### src/pkg/sar_consts.svh
// Timing counts and code values for the converter control block.
`ifndef SAR_CONSTS_SVH
`define SAR_CONSTS_SVH
`define CLK_PERIOD_NS 25
`define CONV_TIME_NS 650
`define CONV_CYCLES ((`CONV_TIME_NS + `CLK_PERIOD_NS - 1) / `CLK_PERIOD_NS)
`define WAKE_TIME_NS 20
`define WAKE_CYCLES ((`WAKE_TIME_NS + `CLK_PERIOD_NS - 1) / `CLK_PERIOD_NS)
`define RESULT_W 16
`define LOW_FILL 8'hff
`define RESULT_RESET 16'h0000
`endif

### src/pkg/sar_pkg.sv
// Types shared by the converter control block.
package sar_pkg;
  typedef enum logic [1:0] {ST_WAKE, ST_SAMPLE, ST_CONVERT, ST_IDLE} phase_t;
  typedef struct packed {
    logic chip_sel_n;
    logic read_enable_n;
    logic half_select;
  } read_ctl_t;
endpackage : sar_pkg

### src/hdl/sar_adc_conversion_readout.sv
// Conversion sequencing and parallel readout of a 16-bit SAR converter.
`timescale 1ns/100ps
`include "sar_consts.svh"
module sar_adc_conversion_readout
  import sar_pkg::*;
#(
  parameter int CONV_CYCLES = `CONV_CYCLES,
  parameter int WAKE_CYCLES = `WAKE_CYCLES
) (
  input wire logic clk,
  input wire logic arst_n,
  input wire logic conversion_start_n,
  input wire read_ctl_t read_ctl,
  input wire logic [`RESULT_W-1:0] sample_code,
  output logic busy,
  output logic sampling,
  output logic [`RESULT_W-1:0] out_bus_o,
  output logic [`RESULT_W-1:0] out_bus_oe_n
);

  ////////////////////////////////////////////////////////////////////////////
  // Edge detection on the start pin.

  logic start_n_q;
  logic cs_n_q;
  phase_t phase_q;
  phase_t phase_d;
  logic [9:0] cnt_q;
  logic [9:0] cnt_d;
  logic [`RESULT_W-1:0] held_q;
  logic [`RESULT_W-1:0] latch_q;
  logic [9:0] busy_len_q;

  wire start_fall = start_n_q & ~conversion_start_n;
  // Start is honoured only while the chip is selected.
  wire start_ok = start_fall & ~read_ctl.chip_sel_n;
  wire cs_fall = cs_n_q & ~read_ctl.chip_sel_n;
  wire converting = (phase_q == ST_CONVERT);
  // A start during the wake phase is ignored, so only these phases accept one.
  wire can_start = (phase_q == ST_SAMPLE) | (phase_q == ST_IDLE);
  wire start_go = start_ok & can_start;
  // A start while converting aborts like a pin reset, restarting the wake.
  wire self_clear = start_ok & converting;
  wire conv_done = converting & (cnt_q == 10'(CONV_CYCLES - 1));

  // Busy and sampling are decoded straight from the registered phase, clocked by clk.
  assign busy = converting;
  assign sampling = (phase_q == ST_SAMPLE);

  ////////////////////////////////////////////////////////////////////////////
  // Phase sequencing.

  // Next phase and the shared cycle counter.
  always_comb begin
    phase_d = phase_q;
    cnt_d = cnt_q + 10'h001;
    case (phase_q)
      ST_WAKE: begin
        if (cnt_q == 10'(WAKE_CYCLES - 1)) begin
          phase_d = ST_SAMPLE;
        end
      end
      ST_SAMPLE, ST_IDLE: begin
        if (start_ok) begin
          phase_d = ST_CONVERT;
          cnt_d = 10'h000;
        end else if (phase_q == ST_IDLE && cs_fall) begin
          phase_d = ST_SAMPLE;
        end
      end
      ST_CONVERT: begin
        if (self_clear) begin
          phase_d = ST_WAKE;
          cnt_d = 10'h000;
        end else if (conv_done) begin
          // Selected chip resumes sampling at once; else waits for cs fall.
          phase_d = read_ctl.chip_sel_n ? ST_IDLE : ST_SAMPLE;
        end
      end
      default: begin
        phase_d = ST_WAKE;
        cnt_d = 10'h000;
      end
    endcase
    if (phase_d == ST_SAMPLE || phase_d == ST_IDLE) begin
      cnt_d = 10'h000;
    end
  end

  // Phase state; the asynchronous reset aborts any conversion.
  always_ff @(posedge clk or negedge arst_n) begin
    if (!arst_n) begin
      phase_q <= ST_WAKE;
      cnt_q <= 10'h000;
      start_n_q <= 1'b1;
      cs_n_q <= 1'b1;
    end else begin
      phase_q <= phase_d;
      cnt_q <= cnt_d;
      start_n_q <= conversion_start_n;
      cs_n_q <= read_ctl.chip_sel_n;
    end
  end

  ////////////////////////////////////////////////////////////////////////////
  // Hold capture and output latch.

  // The code is frozen at the start edge and published when busy falls,
  // so reads see the last complete conversion, or zero after an abort or reset.
  always_ff @(posedge clk or negedge arst_n) begin
    if (!arst_n) begin
      held_q <= `RESULT_RESET;
      latch_q <= `RESULT_RESET;
    end else begin
      if (start_go) begin
        held_q <= sample_code;
      end
      if (self_clear) begin
        latch_q <= `RESULT_RESET;
      end else if (conv_done) begin
        latch_q <= held_q;
      end
    end
  end

  ////////////////////////////////////////////////////////////////////////////
  // Readout bus.

  wire bus_en = ~read_ctl.chip_sel_n & ~read_ctl.read_enable_n;
  // Byte order selection follows the select pin live, so held-low reads work.
  assign out_bus_o = read_ctl.half_select
    ? {latch_q[7:0], `LOW_FILL}
    : latch_q;
  assign out_bus_oe_n = {`RESULT_W{~bus_en}};

  ////////////////////////////////////////////////////////////////////////////
  // Checks.

  // Counts busy cycles, since a repetition cannot cover a full conversion.
  always_ff @(posedge clk or negedge arst_n) begin
    if (!arst_n) begin
      busy_len_q <= 10'h000;
    end else begin
      busy_len_q <= busy ? busy_len_q + 10'h001 : 10'h000;
    end
  end

  property p_drive;
    @(posedge clk) disable iff (!arst_n)
      (out_bus_oe_n == 16'h0000)
        == (!read_ctl.chip_sel_n && !read_ctl.read_enable_n);
  endproperty
  a_drive: assert property (p_drive) else $error("bus enable wrong");

  property p_busy_rise;
    @(posedge clk) disable iff (!arst_n)
      start_go |=> busy;
  endproperty
  a_busy_rise: assert property (p_busy_rise) else $error("busy late");

  property p_conv_len;
    @(posedge clk) disable iff (!arst_n)
      $fell(busy) && !$past(self_clear) |-> busy_len_q == 10'(CONV_CYCLES);
  endproperty
  a_conv_len: assert property (p_conv_len) else $error("busy short");

  property p_conv_end;
    @(posedge clk) disable iff (!arst_n)
      $rose(busy) |-> ##[1:30] !busy;
  endproperty
  a_conv_end: assert property (p_conv_end) else $error("busy stuck");

  property p_latch;
    @(posedge clk) disable iff (!arst_n)
      conv_done && !self_clear |=> latch_q == $past(held_q);
  endproperty
  a_latch: assert property (p_latch) else $error("latch miss");

  property p_half;
    @(posedge clk) disable iff (!arst_n)
      read_ctl.half_select |-> out_bus_o[7:0] == 8'hff
        && out_bus_o[15:8] == latch_q[7:0];
  endproperty
  a_half: assert property (p_half) else $error("byte mode wrong");

  property p_full;
    @(posedge clk) disable iff (!arst_n)
      !read_ctl.half_select |-> out_bus_o == latch_q;
  endproperty
  a_full: assert property (p_full) else $error("word mode wrong");

  property p_abort;
    @(posedge clk) disable iff (!arst_n)
      self_clear |=> !busy && latch_q == 16'h0000;
  endproperty
  a_abort: assert property (p_abort) else $error("abort failed");

  property p_resample;
    @(posedge clk) disable iff (!arst_n)
      conv_done && !self_clear && !read_ctl.chip_sel_n |=> sampling;
  endproperty
  a_resample: assert property (p_resample) else $error("no resample");

  c_conv: cover property (@(posedge clk) disable iff (!arst_n) $fell(busy));
  c_abort: cover property (@(posedge clk) disable iff (!arst_n) self_clear);
  c_byte: cover property (@(posedge clk) disable iff (!arst_n)
    bus_en && read_ctl.half_select);
  c_idle: cover property (@(posedge clk) disable iff (!arst_n)
    (phase_q == ST_IDLE) && cs_fall);

endmodule : sar_adc_conversion_readout

### config.mk
export PLATFORM = sky130hd
export DESIGN_NAME = sar_adc_conversion_readout
export DESIGN_NICKNAME = d
export VERILOG_FILES = /design/src/pkg/sar_pkg.sv /design/src/hdl/sar_adc_conversion_readout.sv
export VERILOG_INCLUDE_DIRS = /design/src /design/src/pkg
export SDC_FILE = /design/constraint.sdc
export NUM_CORES = 1
export LEC_CHECK = 0
export ABC_AREA = 1
export BUFFER_PORTS_ARGS = -buffer_cell sky130_fd_sc_hd__buf_2
export CORE_UTILIZATION = 35
export CTS_CLUSTER_DIAMETER = 30
export DETAILED_ROUTE_END_ITERATION = 16
export PLACE_DENSITY_LB_ADDON = 0.05
export SETUP_SLACK_MARGIN = 0.05
export SLEW_MARGIN = 20
export SYNTH_ARGS = -nofsm -noshare
export SYNTH_HDL_FRONTEND = slang
export SYNTH_SLANG_ARGS = --single-unit
### constraint.sdc
create_clock -name clk -period 1.5 [get_ports clk]
set_input_delay 0.075 -clock clk [delete_from_list [all_inputs] [get_ports clk]]
set_output_delay 0.075 -clock clk [all_outputs]
set_load 0.03 [all_outputs]
* After elaboration in Yosys (flattened, before gate mapping) *
Cells that the tools add are included.

word-level totals
  register bits = 46
  input bits = 22
  output and inout port bits = 34
  word-level logic and storage cells = 45

cells by class
  add/subtract/negate cells = 1
  equal/unequal tests = 6
  mux-type cells = 14
  bitwise gates (word level) = 12
  reductions and logical operators = 6

operators with widths
  cell                     number
  $mux W16                 3
  $mux W10                 3
  $pmux W10 S2             1
  $mux W2                  6
  $add A10 B1 Y10 const B  1
  $eq A10 B5 Y1 const B    1
  $logic_not A10 Y1        1
  $and A1 B1 Y1            7
  $eq A2 B2 Y1 const B     3
  $pmux W2 S3              1
  $eq A2 B1 Y1 const B     2
  $not A1 Y1               4
  $logic_not A2 Y1         1
  $reduce_bool A2 Y1       1
  $reduce_or A2 Y1         1
  $logic_and A1 B1 Y1      1
  $logic_or A1 B1 Y1       1
  $or A1 B1 Y1             1

* Depth between registers and ports, before layout *
  depth in word-level cells = 9
  gate-level depth with buffers = 9
  gate-level depth less buffers = 9

* Worst setup path before layout *
No wires, ideal clock.

  path kind = flip-flop to flip-flop
  start point = register phase_q[0]
  end point = register latch_q[7]
  library setup time = 0.119 ns
  arrival time = 1.221 ns
  data required time = 1.381 ns
  path slack = 0.161 ns
  stages on the path, launching flop included = 6
  path buffers = 1
  period minus slack after synthesis = 1.339 ns
  cell sequence = dfrtp_1 nor2_4 nand2_1 buf_4 nand3_1 o21ai_2

on the way
  longest elaborated chain between the ends = 3
  elaborated cells on any way between the ends = 5
  those cells by class = eq/ne: 1; mux: 1; bitwise: 2; reduce/logical: 1

ends and longest elaborated chain
  what                                                   RTL line                                                            text
  start, declared                                        sar_adc_conversion_readout.sv:26                                    phase_t phase_q;
  start signal, assigned                                 sar_adc_conversion_readout.sv:98                                    phase_q <= phase_d;
  $eq A2 B2 Y1 (*)                                       sar_adc_conversion_readout.sv:38                                    wire converting = (phase_q == ST_CONVERT);
  via busy                                               sar_adc_conversion_readout.sv:15                                    output logic busy,
  $and A1 B1 Y1 (on tied branches)                       sar_adc_conversion_readout.sv:43, sar_adc_conversion_readout.sv:44
  $mux W16 / $reduce_bool A2 Y1 (equally long branches)  --
  end signal, assigned                                   sar_adc_conversion_readout.sv:113                                   latch_q <= `RESULT_RESET;
  end signal, assigned                                   sar_adc_conversion_readout.sv:119                                   latch_q <= `RESULT_RESET;
  end signal, assigned                                   sar_adc_conversion_readout.sv:121                                   latch_q <= held_q;
  end, declared                                          sar_adc_conversion_readout.sv:31                                    logic [`RESULT_W-1:0] latch_q;

The timed path passes the listed nets; every way through them passes the cells marked *.
A chain may end at the register's enable or synchronous reset.

* Final worst setup path *
  start point = register cnt_q[1]
  end point = register cnt_q[2]

on the way
  longest elaborated chain between the ends = 8
  elaborated cells on any way between the ends = 15
  those cells by class = add/sub: 1; eq/ne: 3; mux: 8; bitwise: 1; reduce/logical: 2

ends and longest elaborated chain
  what                                                 RTL line                          text
  start, declared                                      sar_adc_conversion_readout.sv:28  logic [9:0] cnt_q;
  start signal, assigned                               sar_adc_conversion_readout.sv:99  cnt_q <= cnt_d;
  $eq A10 B5 Y1                                        sar_adc_conversion_readout.sv:44  wire conv_done = converting & (cnt_q == 10'(CONV_CYCLES - 1));
  $and A1 B1 Y1                                        sar_adc_conversion_readout.sv:44
  $mux W2                                              sar_adc_conversion_readout.sv:75  end else if (conv_done) begin
  $mux W2                                              sar_adc_conversion_readout.sv:72  if (self_clear) begin
  $pmux W2 S3                                          sar_adc_conversion_readout.sv:57  case (phase_q)
  $eq A2 B1 Y1 / $eq A2 B2 Y1 (equally long branches)  sar_adc_conversion_readout.sv:85  if (phase_d == ST_SAMPLE || phase_d == ST_IDLE) begin
  $logic_or A1 B1 Y1                                   sar_adc_conversion_readout.sv:85
  $mux W10 (*)                                         sar_adc_conversion_readout.sv:85
  via cnt_d[2]                                         sar_adc_conversion_readout.sv:29  logic [9:0] cnt_d;

Marks and branches as above.

==> results by group <==
Synthesis
  • Seq/Total Area, Yosys: 0.494
  • Dominant cell type by area after synthesis: dfrtp_1
  • Simple-gate share of the synthesized area: 0.224
  • Synth Flop Type: dfrtp_1
  • Synth Net Count: 297
  • Number of synthesized flops with an enable pin: 0
  • Top-area cell type share of the netlist area: 0.471
  • Post-synth cell types: 27
  • Synthesis Warnings: 0
  • Register bit total from synthesis: 46
  • Synth Area in XOR/XNOR: 0.0225
  • Top-count cell post-synth: dfrtp_1
  • Synth top cells by count: dfrtp_1, inv_1, nand2_1
  • Synthesized area: 2340 sq um
  • Synth Area per Inst: 8.59 sq um
  • Main combinational cell family by area after synthesis: simple AND/OR/NAND/NOR gates
  • Top cells by area, synth: dfrtp_1, inv_1, nand2_1, nor2_1, buf_4
  • Compound-Gate Fraction of Synth Area: 0.107
  • Synth Area in Adders: 0.0161
  • Asr flop ratio synth: 1.00
  • Post-Syn Instances: 272
  • Post-synthesis mux area share: 0

Critical path
  • CP Buf/Inv Count: 2
  • Max stage delay cell, worst path: dfrtp_1
  • CP arrival: 1.59 ns
  • Crit start category: register
  • CP Class: reg -> reg
  • CP peak stage delay: 0.41 ns
  • Crit-path max FO: 5
  • CP delay by family, top: simple AND/OR/NAND/NOR gates
  • Critical Path RT: 1.69 ns
  • Crit. End Element: register
  • CP cell instances: inv_2 > buf_6 > ha_4 > nand3_2 > nor2_1 > nand2_1 > nand2_1 > nand2_4 > nand2_4 > nor2_1

Timing
  • Final Max Slew Viols: 0
  • WHS: 0.0144 ns
  • Min Clock Period, post-route: 1.40 ns
  • Rel. slew slack: 0.665
  • F_max: 713 MHz
  • Final Setup Violations: 0
  • Endpoints failing hold: 0
  • Setup ws final: 0.0968 ns
  • Post-route clock skew: 0.00992 ns
  • RSZ-0062 raised after global routing: yes
  • Setup TNS: 0 ns
  • Worst slew pin tran: 0.502 ns
  • Final cycle utilization of the critical path: 0.935

Finish
  • Finished Core Util: 0.459
  • Share of cells above drive strength 1: 0.359
  • # nets final: 354
  • Area Growth Syn to Fin: 25.5%
  • Antenna cells: 0
  • Final cell count without fillers: 406
  • Design area: 2930 sq um

Floorplan
  • Std-Cell Rows: 29
  • Die Y: 83.7 um
  • Die width: 83.7 um
  • Core area: 6390 sq um
  • Starting Density: 0.366
  • Die Footprint: 7010 sq um
  • I/O pins: 56

Power and ir drop
  • Cell-internal power: 1.84 mW
  • Tot Pwr: 2.63 mW
  • Static Leak: 1.48 nW
  • VDD IR max: 0.000406 V
  • Sw Ratio: 0.303
  • Sequential share of power: 0.531
  • Pwr dens: 898 nW/um^2
  • Comb power frac: 0.192
  • Clock share of power: 0.277
  • Net Sw Power: 0.797 mW

Clock tree
  • CTS max path bufs: 2
  • Num CTS Buffers: 5
  • Skew-Pair Late Insertion Delay: 0.30 ns
  • Clock tree from TritonCTS: done
  • Clock root cell: clkbuf_8
  • Clock transition at the registers of the reported paths: 0.09 ns
  • Sink Count: 46
  • H-Tree Depth: 2

Routing
  • Routed via count: 1,874
  • Residual DRC: 0
  • DR vias/cell: 4.62
  • Post-DRT Antenna Nets: 0
  • Wire length per cell: 12.6 um
  • First DRT Iteration DRCs: 86
  • Final wirelength: 5.10 mm
  • DR pass1 iterations: 4

Placed design
  • Pre-CTS setup slack: 0.0439 ns
  • Port bufs: 55
  • Dpl hpwl: 3.28 mm
  • Placed cell areas: 2620 sq um
  • Inst Count DP: 386
  • Routability-driven placement congestion ratio: 0.743

GRT
  • Total global routing overflow: 0
  • First-pass GRT wire length: 7.85 mm
  • Initial antenna violation count: 0
  • Pin count of the biggest net entering global routing: 34
  • Vias in the first global route: 1,700
  • Aggregate global-route resource usage: 0.143

Flow run
  • Max cap viols: 0

Run status
  • Status: finished, final reports clean

Min path
  • Hold Path Class: in -> reg
[worst min-delay path: stages]
cell and delay [ns]:
buf_2 0.08, nor2_1 0.03, a21oi_1 0.09
[final timing paths]
kind	slack [ns]	endpoint	start	cells past startpoint
hold / removal	0.01	held_q[15]$_DFFE_PN0P_	sample_code[15]	3
max in group asynchronous	0.66	start_n_q$_DFF_PN1_	arst_n	3
setup reg to reg	0.1	cnt_q[2]$_DFF_PN0_	cnt_q[1]$_DFF_PN0_	10
hold reg to reg	0.51	latch_q[2]$_DFFE_PN0P_	latch_q[2]$_DFFE_PN0P_	2
setup / recovery	0.1	cnt_q[2]$_DFF_PN0_	cnt_q[1]$_DFF_PN0_	10
min in group asynchronous	0.25	held_q[1]$_DFFE_PN0P_	arst_n	2
[final cells by class]
class / count / area (sq um)
fill: 671 / 3450
tap: 77 / 96.3
clock buffer: 5 / 68.8
multi-input combinational: 164 / 975
clock inverter: 2 / 10.0
sequential: 46 / 1150
timing repair buffer: 71 / 474
inverter: 41 / 154
[state kept, by name, indices dropped and copies added (netlist names)]
signal / flops
cs_n_q: 1
latch_q: 16
start_n_q: 1
cnt_q: 10
phase_q: 2
held_q: 16
[logic make-up (layout without fill, tap and decap cells)]
logic type               count (synthesis)  count (layout)
AO/OA/AOI/OAI                           42              42
adder cells (fa/ha/maj)                  3               3
flip-flops                              46              46
AND/OR/NAND/NOR                        111             113
XOR/XNOR                                 6               6
buffers and inverters                   64             119
[what timing repair did]
item / CTS / global route
gates resized for setup: 0 / 26
hold buffers: 3 / 0
setup endpoints to repair: 9 / 46
pin swaps: 1 / 11
buffers inserted: 1 / 6
gates cloned: 0 / 3
hold endpoints to repair: 20 / 0
[power by group through the flow]
| stage | clock network, mW | logic [mW] | registers [mW] |
|---|---|---|---|
| 3_3_place_gp | 0 | 0.460 | 1.42 |
| 4_1_cts | 0.757 | 0.471 | 1.39 |
| 6_report | 0.730 | 0.506 | 1.40 |
| 2_1_floorplan | 0 | 0.331 | 1.41 |
| 3_5_place_dp | 0 | 0.464 | 1.42 |
| 5_1_grt | 0.815 | 0.564 | 1.41 |
[cells in the final DEF, fill, tap and decap left out, drive strengths merged]
| cell type | n |
|---|---|
| dlygate4sd3 | 3 |
| nor2 | 42 |
| dfrtp | 44 |
| clkinv | 2 |
| ha | 3 |
| o21ai | 25 |
| buf | 67 |
| xor2 | 4 |
| dfstp | 2 |
| nand3b | 1 |
| nand2 | 42 |
| nand4 | 2 |
| a21oi | 16 |
| xnor2 | 2 |
| inv | 41 |
| or2 | 3 |
| nand3 | 23 |
| clkbuf | 6 |
| o21bai | 1 |
[metal layers]
layer	vias to the layer above	routed length (um)	global-route usage
met4	0	58	0.0555
met1	880	2350	0.177
met2	41	2480	0.239
met5	-	0	0
li1	948	-	-
met3	5	207	0.0346
No activity file was read; power rests on OpenSTA's default activity.
